[src/scl_pkg.sv]
// constants, field layout and state types of the smart card serial link
package scl_pkg;
    // ------------------------------------------------------------
    // register offsets
    // ------------------------------------------------------------
    localparam logic [2:0] ADR_MODE = 3'h0;
    localparam logic [2:0] ADR_CTRL = 3'h1;
    localparam logic [2:0] ADR_DIV = 3'h2;
    localparam logic [2:0] ADR_STAT = 3'h3;
    localparam logic [2:0] ADR_TXD = 3'h4;
    localparam logic [2:0] ADR_RXD = 3'h5;
    // ------------------------------------------------------------
    // field positions
    // ------------------------------------------------------------
    localparam int MODE_SEL_LO = 0;
    localparam int MODE_SEL_HI = 1;
    localparam int MODE_PAR_ODD = 2;
    localparam int MODE_CARD_EN = 3;
    localparam int MODE_MSB_FIRST = 4;
    localparam int MODE_INVERT = 5;
    localparam int CTRL_TE = 0;
    localparam int CTRL_RE = 1;
    localparam int CTRL_TIE = 2;
    localparam int CTRL_RIE = 3;
    localparam int CTRL_CKE = 4;
    localparam int STAT_TRANSMIT_END_FLAG = 0;
    localparam int STAT_TX_BUFFER_EMPTY_FLAG = 1;
    localparam int STAT_RX_BUFFER_FULL_FLAG = 2;
    localparam int STAT_PER = 3;
    localparam int STAT_OVERRUN_ERROR_FLAG = 4;
    localparam int STAT_ERS = 5;
    // ------------------------------------------------------------
    // reset values and frame timing
    // ------------------------------------------------------------
    localparam logic [7:0] MODE_RST = 8'h00;
    localparam logic [7:0] CTRL_RST = 8'h00;
    localparam logic [7:0] DIV_RST = 8'h00;
    localparam logic [8:0] RATIO_0 = 9'h020;
    localparam logic [8:0] RATIO_1 = 9'h040;
    localparam logic [8:0] RATIO_2 = 9'h174;
    localparam logic [8:0] RATIO_3 = 9'h100;
    localparam logic [3:0] FRAME_BITS = 4'ha;
    localparam logic [2:0] GUARD_ETU = 3'h2;
    localparam logic [2:0] RETRY_ETU = 3'h4;
    // ------------------------------------------------------------
    // state types
    // ------------------------------------------------------------
    typedef enum logic [1:0] {TX_IDLE, TX_FRAME, TX_GUARD} scl_tx_t;
    typedef enum logic [1:0] {RX_IDLE, RX_FRAME, RX_ERRGAP, RX_ERRDRV} scl_rx_t;
endpackage : scl_pkg

[src/scl_brg_if.sv]
// link between the core and its bit-rate generator
`timescale 1ns/1ps
interface scl_brg_if;
    logic [7:0] divisor;
    logic restart;
    logic tick;
    modport gen (input divisor, input restart, output tick);
    modport user (output divisor, output restart, input tick);
endinterface : scl_brg_if

[src/scl_top.sv]
// smart card serial link core: registers, transmitter with retry, receiver with error signal
`timescale 1ns/1ps
module scl_top import scl_pkg::*; (
    input wire logic i_clock,
    input wire logic i_sys_rst,
    input wire logic [2:0] i_addr,
    input wire logic [7:0] i_wdata,
    input wire logic i_wr,
    input wire logic i_rd,
    output logic [7:0] o_rdata,
    input wire logic i_line,
    output logic o_line_out,
    output logic o_line_oe,
    output logic o_pins_serial,
    output logic o_sck,
    output logic o_sck_oe,
    output logic o_tx_irq,
    output logic o_rx_irq,
    output logic o_error_irq
);
    // ------------------------------------------------------------
    // declarations
    // ------------------------------------------------------------
    logic [7:0] mode_q, mode_d, ctrl_q, ctrl_d, div_q, div_d;
    logic [7:0] txhold_q, txhold_d, rxhold_q, rxhold_d, rdata_q, rdata_d;
    logic transmit_end_flag_q, transmit_end_flag_d, tx_buffer_empty_flag_q, tx_buffer_empty_flag_d, rx_buffer_full_flag_q, rx_buffer_full_flag_d;
    logic per_q, per_d, overrun_error_flag_q, overrun_error_flag_d, ers_q, ers_d;
    logic txi_q, txi_d, rxi_q, rxi_d, eri_q, eri_d;
    logic sck_q, sck_d, sckoe_q, sckoe_d, oe_q, oe_d, ser_q, ser_d;
    logic line_s, line_p;
    logic basic, restart;
    logic [8:0] ratio, half;
    logic card_en, te, re;
    scl_tx_t tx_st_q, tx_st_d;
    logic [8:0] tph_q, tph_d;
    logic [3:0] tbit_q, tbit_d;
    logic [2:0] gcnt_q, gcnt_d;
    logic [9:0] tvec_q, tvec_d;
    logic terr_q, terr_d;
    logic tx_etu, tx_done, tx_err, tx_low;
    scl_rx_t rx_st_q, rx_st_d;
    logic [8:0] rph_q, rph_d;
    logic [3:0] rbit_q, rbit_d;
    logic [9:0] rvec_q, rvec_d;
    logic rx_mid, rx_start, rx_ok, rx_perr, rx_ovr, rx_store, rx_bad;
    logic [7:0] rx_byte;

    scl_brg_if brg_if ();

    // ------------------------------------------------------------
    // helpers
    // ------------------------------------------------------------
    function automatic logic [7:0] scl_reorder(input logic [7:0] b, input logic msb, input logic inv);
        logic [7:0] r;
        r = inv ? ~b : b;
        if (msb) begin
            for (int i = 0; i < 8; i++) begin
                r[i] = inv ? ~b[7 - i] : b[7 - i];
            end
        end
        return r;
    endfunction : scl_reorder

    // builds {parity, data, start} in line order, bit 0 sent first
    function automatic logic [9:0] scl_frame(input logic [7:0] b, input logic [7:0] m);
        logic [7:0] d;
        d = scl_reorder(b, m[MODE_MSB_FIRST], m[MODE_INVERT]);
        return {^d ^ m[MODE_PAR_ODD], d, 1'b0};
    endfunction : scl_frame

    // ------------------------------------------------------------
    // line input and bit-rate generator
    // ------------------------------------------------------------
    scl_sync u_sync (
        .i_clock(i_clock),
        .i_sys_rst(i_sys_rst),
        .i_async(i_line),
        .o_sync(line_s)
    );

    scl_brg u_brg (
        .i_clock(i_clock),
        .i_sys_rst(i_sys_rst),
        .brg(brg_if.gen)
    );

    assign brg_if.divisor = div_q;
    assign brg_if.restart = restart;

    always_comb begin
        case (mode_q[MODE_SEL_HI:MODE_SEL_LO])
            2'h0: ratio = RATIO_0;
            2'h1: ratio = RATIO_1;
            2'h2: ratio = RATIO_2;
            default: ratio = RATIO_3;
        endcase
        half = {1'b0, ratio[8:1]};
        card_en = mode_q[MODE_CARD_EN];
        te = ctrl_q[CTRL_TE];
        re = ctrl_q[CTRL_RE];
        rx_start = re && card_en && line_p && !line_s && (rx_st_q == RX_IDLE);
        // while the transmitter is not idle it owns the bit timing
        restart = rx_start && (tx_st_q == TX_IDLE);
        // basic clock edge is the rising edge of the card clock
        basic = brg_if.tick & ~sck_q & ~restart;
        tx_etu = basic && (tph_q == ratio - 9'h001);
        rx_mid = basic && (rph_q == half - 9'h001);
    end

    // ------------------------------------------------------------
    // transmitter
    // ------------------------------------------------------------
    always_comb begin
        tx_st_d = tx_st_q;
        tph_d = tph_q;
        tbit_d = tbit_q;
        gcnt_d = gcnt_q;
        tvec_d = tvec_q;
        terr_d = terr_q;
        tx_done = 1'b0;
        tx_err = 1'b0;
        tx_low = 1'b0;
        if (basic) begin
            tph_d = tx_etu ? 9'h000 : tph_q + 9'h001;
        end
        case (tx_st_q)
            TX_IDLE: begin
                if (te && card_en && !tx_buffer_empty_flag_q) begin
                    tvec_d = scl_frame(txhold_q, mode_q);
                    tph_d = 9'h000;
                    tbit_d = 4'h0;
                    tx_st_d = TX_FRAME;
                end
            end
            TX_FRAME: begin
                tx_low = ~tvec_q[tbit_q];
                if (tx_etu) begin
                    if (tbit_q == FRAME_BITS - 4'h1) begin
                        tx_st_d = TX_GUARD;
                        gcnt_d = 3'h0;
                        terr_d = 1'b0;
                    end else begin
                        tbit_d = tbit_q + 4'h1;
                    end
                end
            end
            TX_GUARD: begin
                if (tx_etu) begin
                    gcnt_d = gcnt_q + 3'h1;
                    // card's error signal spans 10.5..11.5 etu; look at 11.0
                    if (gcnt_q == 3'h0 && !line_s) begin
                        terr_d = 1'b1;
                        tx_err = 1'b1;
                    end
                    if (!terr_q && gcnt_q == GUARD_ETU - 3'h1) begin
                        tx_done = 1'b1;
                        tx_st_d = TX_IDLE;
                    end else if (terr_q && gcnt_q == RETRY_ETU - 3'h1) begin
                        tvec_d = scl_frame(txhold_q, mode_q);
                        tbit_d = 4'h0;
                        tx_st_d = TX_FRAME;
                    end
                end
            end
            default: tx_st_d = TX_IDLE;
        endcase
        if (!te || !card_en) begin
            tx_st_d = TX_IDLE;
        end
    end

    always_ff @(posedge i_clock or posedge i_sys_rst) begin
        if (i_sys_rst) begin
            tx_st_q <= TX_IDLE;
            tph_q <= 9'h000;
            tbit_q <= 4'h0;
            gcnt_q <= 3'h0;
            tvec_q <= 10'h3ff;
            terr_q <= 1'b0;
        end else begin
            tx_st_q <= tx_st_d;
            tph_q <= tph_d;
            tbit_q <= tbit_d;
            gcnt_q <= gcnt_d;
            tvec_q <= tvec_d;
            terr_q <= terr_d;
        end
    end

    // ------------------------------------------------------------
    // receiver
    // ------------------------------------------------------------
    always_comb begin
        rx_st_d = rx_st_q;
        rph_d = rph_q;
        rbit_d = rbit_q;
        rvec_d = rvec_q;
        rx_ok = 1'b0;
        rx_perr = 1'b0;
        rx_ovr = 1'b0;
        rx_store = 1'b0;
        rx_bad = ^rvec_q[8:1] ^ line_s ^ mode_q[MODE_PAR_ODD];
        rx_byte = scl_reorder(rvec_q[8:1], mode_q[MODE_MSB_FIRST], mode_q[MODE_INVERT]);
        if (basic) begin
            rph_d = (rph_q == ratio - 9'h001) ? 9'h000 : rph_q + 9'h001;
        end
        case (rx_st_q)
            RX_IDLE: begin
                if (rx_start) begin
                    rph_d = 9'h000;
                    rbit_d = 4'h0;
                    rx_st_d = RX_FRAME;
                end
            end
            RX_FRAME: begin
                if (rx_mid) begin
                    rvec_d[rbit_q] = line_s;
                    if (rbit_q == 4'h0 && line_s) begin
                        rx_st_d = RX_IDLE;
                    end else if (rbit_q == FRAME_BITS - 4'h1) begin
                        rx_ovr = rx_buffer_full_flag_q;
                        rx_store = !rx_buffer_full_flag_q;
                        rx_perr = rx_bad && !rx_buffer_full_flag_q;
                        rx_ok = !rx_bad && !rx_buffer_full_flag_q;
                        rx_st_d = rx_bad ? RX_ERRGAP : RX_IDLE;
                    end else begin
                        rbit_d = rbit_q + 4'h1;
                    end
                end
            end
            RX_ERRGAP: begin
                if (rx_mid) begin
                    rx_st_d = RX_ERRDRV;
                end
            end
            RX_ERRDRV: begin
                if (rx_mid) begin
                    rx_st_d = RX_IDLE;
                end
            end
            default: rx_st_d = RX_IDLE;
        endcase
        if (!re || !card_en) begin
            rx_st_d = RX_IDLE;
        end
    end

    always_ff @(posedge i_clock or posedge i_sys_rst) begin
        if (i_sys_rst) begin
            rx_st_q <= RX_IDLE;
            rph_q <= 9'h000;
            rbit_q <= 4'h0;
            rvec_q <= 10'h000;
            line_p <= 1'b1;
        end else begin
            rx_st_q <= rx_st_d;
            rph_q <= rph_d;
            rbit_q <= rbit_d;
            rvec_q <= rvec_d;
            line_p <= line_s;
        end
    end

    // ------------------------------------------------------------
    // registers, flags, requests and pins
    // ------------------------------------------------------------
    always_comb begin
        mode_d = mode_q;
        ctrl_d = ctrl_q;
        div_d = div_q;
        txhold_d = txhold_q;
        rxhold_d = rxhold_q;
        transmit_end_flag_d = transmit_end_flag_q;
        tx_buffer_empty_flag_d = tx_buffer_empty_flag_q;
        rx_buffer_full_flag_d = rx_buffer_full_flag_q;
        per_d = per_q;
        overrun_error_flag_d = overrun_error_flag_q;
        ers_d = ers_q;
        rdata_d = 8'h00;
        if (i_wr) begin
            case (i_addr)
                ADR_MODE: mode_d = i_wdata;
                ADR_CTRL: ctrl_d = i_wdata;
                ADR_DIV: div_d = i_wdata;
                ADR_STAT: begin
                    // write zero to clear; ones leave the flag alone
                    rx_buffer_full_flag_d = rx_buffer_full_flag_q & i_wdata[STAT_RX_BUFFER_FULL_FLAG];
                    per_d = per_q & i_wdata[STAT_PER];
                    overrun_error_flag_d = overrun_error_flag_q & i_wdata[STAT_OVERRUN_ERROR_FLAG];
                    ers_d = ers_q & i_wdata[STAT_ERS];
                end
                ADR_TXD: begin
                    txhold_d = i_wdata;
                    tx_buffer_empty_flag_d = 1'b0;
                    transmit_end_flag_d = 1'b0;
                end
                default: ;
            endcase
        end
        if (i_rd) begin
            case (i_addr)
                ADR_MODE: rdata_d = mode_q;
                ADR_CTRL: rdata_d = ctrl_q;
                ADR_DIV: rdata_d = div_q;
                ADR_STAT: rdata_d = {2'h0, ers_q, overrun_error_flag_q, per_q, rx_buffer_full_flag_q, tx_buffer_empty_flag_q, transmit_end_flag_q};
                ADR_TXD: rdata_d = txhold_q;
                ADR_RXD: begin
                    rdata_d = rxhold_q;
                    rx_buffer_full_flag_d = 1'b0;
                end
                default: rdata_d = 8'h00;
            endcase
        end
        // hardware sets win over a same-cycle clear
        if (tx_done) begin
            transmit_end_flag_d = 1'b1;
            tx_buffer_empty_flag_d = 1'b1;
        end
        if (tx_err) begin
            ers_d = 1'b1;
        end
        if (rx_store) begin
            rxhold_d = rx_byte;
        end
        if (rx_ok) begin
            rx_buffer_full_flag_d = 1'b1;
        end
        if (rx_perr) begin
            per_d = 1'b1;
        end
        if (rx_ovr) begin
            overrun_error_flag_d = 1'b1;
        end
        txi_d = ctrl_q[CTRL_TIE] & transmit_end_flag_q & (tx_st_q == TX_IDLE);
        rxi_d = ctrl_q[CTRL_RIE] & rx_buffer_full_flag_q & ~per_q & ~overrun_error_flag_q;
        eri_d = ctrl_q[CTRL_RIE] & (ers_q | per_q | overrun_error_flag_q);
        // restart trades a short clock phase for exact bit alignment
        sck_d = restart ? 1'b0 : (brg_if.tick ? ~sck_q : sck_q);
        sckoe_d = card_en & ctrl_q[CTRL_CKE];
        ser_d = card_en;
        oe_d = card_en & (tx_low | (rx_st_q == RX_ERRDRV));
    end

    always_ff @(posedge i_clock or posedge i_sys_rst) begin
        if (i_sys_rst) begin
            mode_q <= MODE_RST;
            ctrl_q <= CTRL_RST;
            div_q <= DIV_RST;
            txhold_q <= 8'h00;
            rxhold_q <= 8'h00;
            rdata_q <= 8'h00;
            transmit_end_flag_q <= 1'b1;
            tx_buffer_empty_flag_q <= 1'b1;
            rx_buffer_full_flag_q <= 1'b0;
            per_q <= 1'b0;
            overrun_error_flag_q <= 1'b0;
            ers_q <= 1'b0;
            txi_q <= 1'b0;
            rxi_q <= 1'b0;
            eri_q <= 1'b0;
            sck_q <= 1'b0;
            sckoe_q <= 1'b0;
            ser_q <= 1'b0;
            oe_q <= 1'b0;
        end else begin
            mode_q <= mode_d;
            ctrl_q <= ctrl_d;
            div_q <= div_d;
            txhold_q <= txhold_d;
            rxhold_q <= rxhold_d;
            rdata_q <= rdata_d;
            transmit_end_flag_q <= transmit_end_flag_d;
            tx_buffer_empty_flag_q <= tx_buffer_empty_flag_d;
            rx_buffer_full_flag_q <= rx_buffer_full_flag_d;
            per_q <= per_d;
            overrun_error_flag_q <= overrun_error_flag_d;
            ers_q <= ers_d;
            txi_q <= txi_d;
            rxi_q <= rxi_d;
            eri_q <= eri_d;
            sck_q <= sck_d;
            sckoe_q <= sckoe_d;
            ser_q <= ser_d;
            oe_q <= oe_d;
        end
    end

    // the line is open-drain: only ever pulled low, released otherwise
    always_ff @(posedge i_clock or posedge i_sys_rst) begin
        if (i_sys_rst) begin
            o_line_out <= 1'b0;
        end else begin
            o_line_out <= 1'b0;
        end
    end

    assign o_rdata = rdata_q;
    assign o_line_oe = oe_q;
    assign o_pins_serial = ser_q;
    assign o_sck = sck_q;
    assign o_sck_oe = sckoe_q;
    assign o_tx_irq = txi_q;
    assign o_rx_irq = rxi_q;
    assign o_error_irq = eri_q;
endmodule : scl_top

[src/scl_sync.sv]
// two-stage synchroniser for a pin input
`timescale 1ns/1ps
module scl_sync (
    input wire logic i_clock,
    input wire logic i_sys_rst,
    input wire logic i_async,
    output logic o_sync
);
    logic meta_q;
    logic meta_d;
    logic sync_d;

    always_comb begin
        meta_d = i_async;
        sync_d = meta_q;
    end

    // reset to the idle (pulled-up) level of the line
    always_ff @(posedge i_clock or posedge i_sys_rst) begin
        if (i_sys_rst) begin
            meta_q <= 1'b1;
            o_sync <= 1'b1;
        end else begin
            meta_q <= meta_d;
            o_sync <= sync_d;
        end
    end
endmodule : scl_sync

[src/scl_brg.sv]
// bit-rate generator: one tick per divisor+1 system clocks
`timescale 1ns/1ps
module scl_brg (
    input wire logic i_clock,
    input wire logic i_sys_rst,
    scl_brg_if.gen brg
);
    logic [7:0] cnt_q;
    logic [7:0] cnt_d;

    always_comb begin
        brg.tick = 1'b0;
        cnt_d = cnt_q + 8'h01;
        if (brg.restart) begin
            cnt_d = 8'h00;
        end else if (cnt_q >= brg.divisor) begin
            cnt_d = 8'h00;
            brg.tick = 1'b1;
        end
    end

    always_ff @(posedge i_clock or posedge i_sys_rst) begin
        if (i_sys_rst) begin
            cnt_q <= 8'h00;
        end else begin
            cnt_q <= cnt_d;
        end
    end
endmodule : scl_brg

[config.mk]
export PLATFORM = sky130hd
export DESIGN_NAME = scl_top
export DESIGN_NICKNAME = d
export VERILOG_FILES = /design/src/scl_pkg.sv /design/src/scl_brg_if.sv /design/src/scl_top.sv /design/src/scl_sync.sv /design/src/scl_brg.sv
export SDC_FILE = /design/constraint.sdc
export NUM_CORES = 1
export LEC_CHECK = 0
export BUFFER_PORTS_ARGS = -buffer_cell sky130_fd_sc_hd__buf_2
export CAP_MARGIN = 10
export CORE_ASPECT_RATIO = 0.75
export CORE_UTILIZATION = 35
export CTS_CLUSTER_SIZE = 14
export DETAILED_ROUTE_END_ITERATION = 7
export PLACE_DENSITY = 0.6
export SLEW_MARGIN = 25
export SYNTH_ARGS = -nofsm -noshare
export SYNTH_HDL_FRONTEND = slang
export SYNTH_SLANG_ARGS = --single-unit
[constraint.sdc]
create_clock -name i_clock -period 8.45 [get_ports i_clock]
set_input_delay 2.535 -clock i_clock [delete_from_list [all_inputs] [get_ports i_clock]]
set_output_delay 2.535 -clock i_clock [all_outputs]
set_load 0.01 [all_outputs]
# Yosys cells after proc, flatten, opt, wreduce, memory -nomap -nowiden

Cells that the tools add are included.

Register bits: 125
Logic and storage cells: 324
Input bits: 16
Output and inout port bits: 16

Add/subtract/negate cells: 8
Equal/unequal tests: 41
Reduce and logical (&&, ||, !) cells: 64
Bitwise gates (word level): 44
Order comparisons: 4
Mux-type cells: 131

Operators with widths:

| cell                  | count |
|---|---|
| $mux W8               | 13 |
| $mux W9               | 8 |
| $mux W1               | 66 |
| $pmux W8 S6           | 1 |
| $mux W10              | 4 |
| $mux W4               | 10 |
| $mux W2               | 15 |
| $eq A9 B9 Y1          | 3 |
| $pmux W9 S3           | 1 |
| $reduce_and A5 Y1     | 5 |
| $ne A2 B2 Y1 const B  | 12 |
| $reduce_bool A2 Y1    | 12 |
| $reduce_xor A8 Y1     | 3 |
| $ne A3 B3 Y1 const B  | 7 |
| $not A1 Y1            | 21 |
| $pmux W10 S2          | 1 |
| $add A9 B1 Y9 const B | 2 |
| $reduce_and A2 Y1     | 9 |
| $logic_and A1 B1 Y1   | 16 |
| $not A8 Y8            | 2 |
| $and A1 B1 Y1         | 14 |
| $pmux W4 S3           | 1 |
| $bwmux W10            | 1 |
| $lt A4 B5 Y1 const B  | 2 |
| 33 further kinds      | 63 |

# Logic depth before layout (Yosys ltp)

Depth after elaboration: 17
Gate-level depth with buffers: 9
Mapped depth without buffers: 8

# Hierarchy

From an unflattened synthesis, not the netlist that was laid out.

Cell total of the unflattened synthesis: 642
Area, all modules: 6846.6 um^2

By module, submodules not included:

| module   | area an instance (um^2) | seq. area each (um^2) | times used | cells each |
|---|---|---|---|---|
| scl_top  | 6179.7                  | 2842.7                | 1          | 581 |
| scl_brg  | 610.6                   | 200.2                 | 1          | 58 |
| scl_sync | 56.3                    | 52.6                  | 1          | 3 |

# Worst setup path before layout

No wires, ideal clock.

Kind: input -> register
Start: input i_addr[1]
End: register txhold_q[0]
Cell stages on the path: 5
Arrival time: 3.842 ns
Path slack: 4.484 ns
Path buffers: 2
Data required time: 8.325 ns
Library setup time: 0.125 ns
Cells stage by stage: clkbuf_1 nor2b_1 nor2b_1 clkbuf_1 mux2_2

Longest elaborated chain between the ends: 2

RTL lines:

| item                               | line           | text |
|---|---|---|
| start: declaration                 | scl_top.sv:6   | `input wire logic [2:0] i_addr,` |
| $eq A3 B3 Y1                       | scl_top.sv:281 | `case (i_addr)` |
| $reduce_and A2 Y1 (no source line) | n/a            |  |
| end signal: assignment             | scl_top.sv:369 | `txhold_q <= txhold_d;` |
| end: declaration                   | scl_top.sv:25  | `logic [7:0] txhold_q, txhold_d, rxhold_q, rxhold_d, rdata_q, rdata_d;` |

No other way between the ends.
A chain may end at the register's enable or synchronous reset.

# Worst setup path after layout

Start: input i_addr[2]
End: register txhold_q[6]

The elaborated chain is that of the path after synthesis.

==> results.yml <==
grt:
  grt-ovfl-total: 0
  grt_first_pass_wirelength_um: 26400
  grt_antenna_before_repair: 0
  grt_start_max_net_pins: 66
  grt_pass1_vias: 4731
  grt.total_usage: 0.173
timing:
  hold_viol: 0
  final.min_clock_period_ns: 4.05
  worst_pin_slew_ns: 1.02
  max_clock_freq_mhz: 247
  slew_viol_final: 0
  relSlewSlack: 0.316
  finalSetupViolCount: 0
  skew_ns: 0.00724
  tns_ns: 0
  finalCritPeriodShare: 0.479
  rsz0062_at_grt: "false"
yosys:
  synthFlopType: "dfrtp_1"
  synth_edf_count: 0
  synth_seq_cells: 123
  ys_types: 71
  yosys_warnings: 0
  syn_nets: 695
  yosysSeqAreaShare: 0.447
  mappedNetlistArea_um2: 6930
  avgSynthCellArea_um2: 10.5
  synthCells: 658
  synthArstFlopShare: 1.00
drt:
  vias_per_cell: 5.21
  wirelength_um: 16300
  ant_nets: 0
  wl_per_cell_um: 17.2
  drtIter0Drc: 395
  vias: 4940
  dr.pass1.iters: 5
  drcViolationCount: 0
critical_path:
  crit_type: "input port to flip-flop"
  crit_fanout: 20
  arrival_ns: 4.36
  start_kind: "input port"
  critPathRequiredTime_ns: 8.76
  end_kind: "flip-flop"
power_and_ir_drop:
  power_density_nw_per_um2: 260
  total_power_w: 0.00205
  p_leak_nw: 3.45
  vdd_drop_max_v: 0.000165
clocking:
  post_cts_buffers: 0
  ctsHoldBuffers: 0
  numCtsBuffers: 17
  cts_resized: 0
  cts_tree: "yes"
  clockBufferDepth: 2
  htreeDepth: 4
  clkTransAtPathRegs_ns: 0.06
  clkSinkCount: 123
  clk_latency_ns: 0.42
  cts_root_buf: "clkbuf_16"
finish:
  fin_util: 0.407
  area_delta_synth_final_pct: 14.0
  layout-drive-gt1-share: 0.212
  final_cell_mix: "dfrtp_1, nor2_1, nand2_1"
  antenna_cells: 0
  mostFrequentLayoutCell: "dfrtp_1"
  final_nets: 719
die:
  die_w_um: 164
  core_um2: 19400
  io_pins: 32
  dieArea_um2: 20400
  num_rows: 44
  chipHeight_um: 124
  start_util: 0.357
placement:
  gp_congestion: 0.902
  io_buffers: 30
  dp_hpwl_um: 11700
worst_hold_path:
  hold_class: "flip-flop to flip-flop"
flow_run:
  drv_cap: 0
run_status:
  status: "completed"
## flip-flops by register name, summed over array words and instances, names as in the netlist, 2 cells and up
name            flops
tvec_q             10
txhold_q            8
tbit_q              4
mode_q              8
brg_if.divisor      8
tx_st_q             2
tph_q               9
u_brg.cnt_q         8
ctrl_q              8
rxhold_q            8
rvec_q              8
rph_q               9
rx_st_q             2
gcnt_q              3
rbit_q              4
o_rdata             8
## cell type report
cell class | count | area [µm²]
Clock inverter | 15 | 191
Tap cell | 253 | 317
Fill cell | 1913 | 11500
Clock buffer | 17 | 425
Multi-Input combinational cell | 474 | 3570
Inverter | 34 | 130
Sequential cell | 123 | 3100
Timing Repair Buffer | 32 | 165
## kinds of logic (layout without fill, tap and decap cells)
family,count (synthesis),count (layout),synth area share
mux,87,87,0.146
flops,123,123,0.447
xor+xnor,59,59,0.0766
compound gates,111,111,0.108
other cells,1,1,0.000541
simple gates,195,195,0.146
buf+inv,61,98,0.0385
fa+ha+maj,21,21,0.0379
## critical path: stages
cell and delay, ns:
buf_2 0.29, nor2b_1 0.41, nor2b_1 0.70, mux2_2 0.41
## routing by layer
layer / GRT usage / vias up / wire, µm
li1: - / 2393 / -
met1: 0.267 / 2419 / 8920
met2: 0.233 / 111 / 6430
met3: 0.0470 / 17 / 786
met4: 0.0447 / 0 / 129
met5: 0 / - / 0
## Yosys cell counts (all sizes together), types with 3 or more instances
library cell | instances | share of area
nand4 | 20 | 0.018
xor2 | 20 | 0.025
clkbuf | 14 | 0.0076
nor3b | 4 | 0.0051
dfrtp | 109 | 0.39
or3 | 3 | 0.0027
nand3 | 18 | 0.014
ha | 21 | 0.038
nor3 | 12 | 0.0087
nor4 | 7 | 0.0063
buf | 13 | 0.012
nand3b | 3 | 0.0033
and3 | 8 | 0.0072
nor2 | 49 | 0.028
o22ai | 5 | 0.0045
o21ai | 30 | 0.022
a21oi | 26 | 0.019
nand2 | 45 | 0.026
dfstp | 14 | 0.053
mux2 | 56 | 0.095
and2 | 7 | 0.0063
a31oi | 8 | 0.0072
nor2b | 5 | 0.0045
a21boi | 5 | 0.0054
o31ai | 4 | 0.0063
a32oi | 3 | 0.0038
mux4 | 3 | 0.0098
o211ai | 3 | 0.0033
nand2b | 5 | 0.0045
a221oi | 3 | 0.0038
xnor2 | 38 | 0.048
mux2i | 28 | 0.040
inv | 34 | 0.018
## final timing paths
check                          startpoint            end  slack [ns]  cells after the start
setup / recovery                i_addr[2]    txhold_q[6]        4.40                      4
hold / removal              u_sync.meta_q  u_sync.o_sync        0.35                      0
setup reg to reg           u_brg.cnt_q[0]      tvec_q[8]        5.13                      8
hold reg to reg             u_sync.meta_q  u_sync.o_sync        0.35                      0
max in group asynchronous       i_sys_rst  o_pins_serial        4.90                      3
min in group asynchronous       i_sys_rst    rxhold_q[2]        2.28                      2
## power by group
| group | internal (W) | leakage (nW) | total, W | switching (W) |
|---|---|---|---|---|
| Combinational | 0.000223 | 1.57 | 0.000458 | 0.000235 |
| Sequential | 0.000701 | 1.58 | 0.000837 | 0.000136 |
| Clock | 0.000468 | 0.291 | 0.000755 | 0.000287 |
## per-stage QoR
stage,instance area (µm²),setup slack (ns),hold slack [ns],instances
after floorplan,6930,2.67,0.345,658
after global placement,7270,4.00,0.347,916
after detailed placement,7280,3.99,0.349,916
after CTS,7890,4.43,0.357,948
after global routing,7890,4.26,0.363,948
final,7890,4.40,0.355,948
Note: power is estimated with default switching activity, not from simulation.
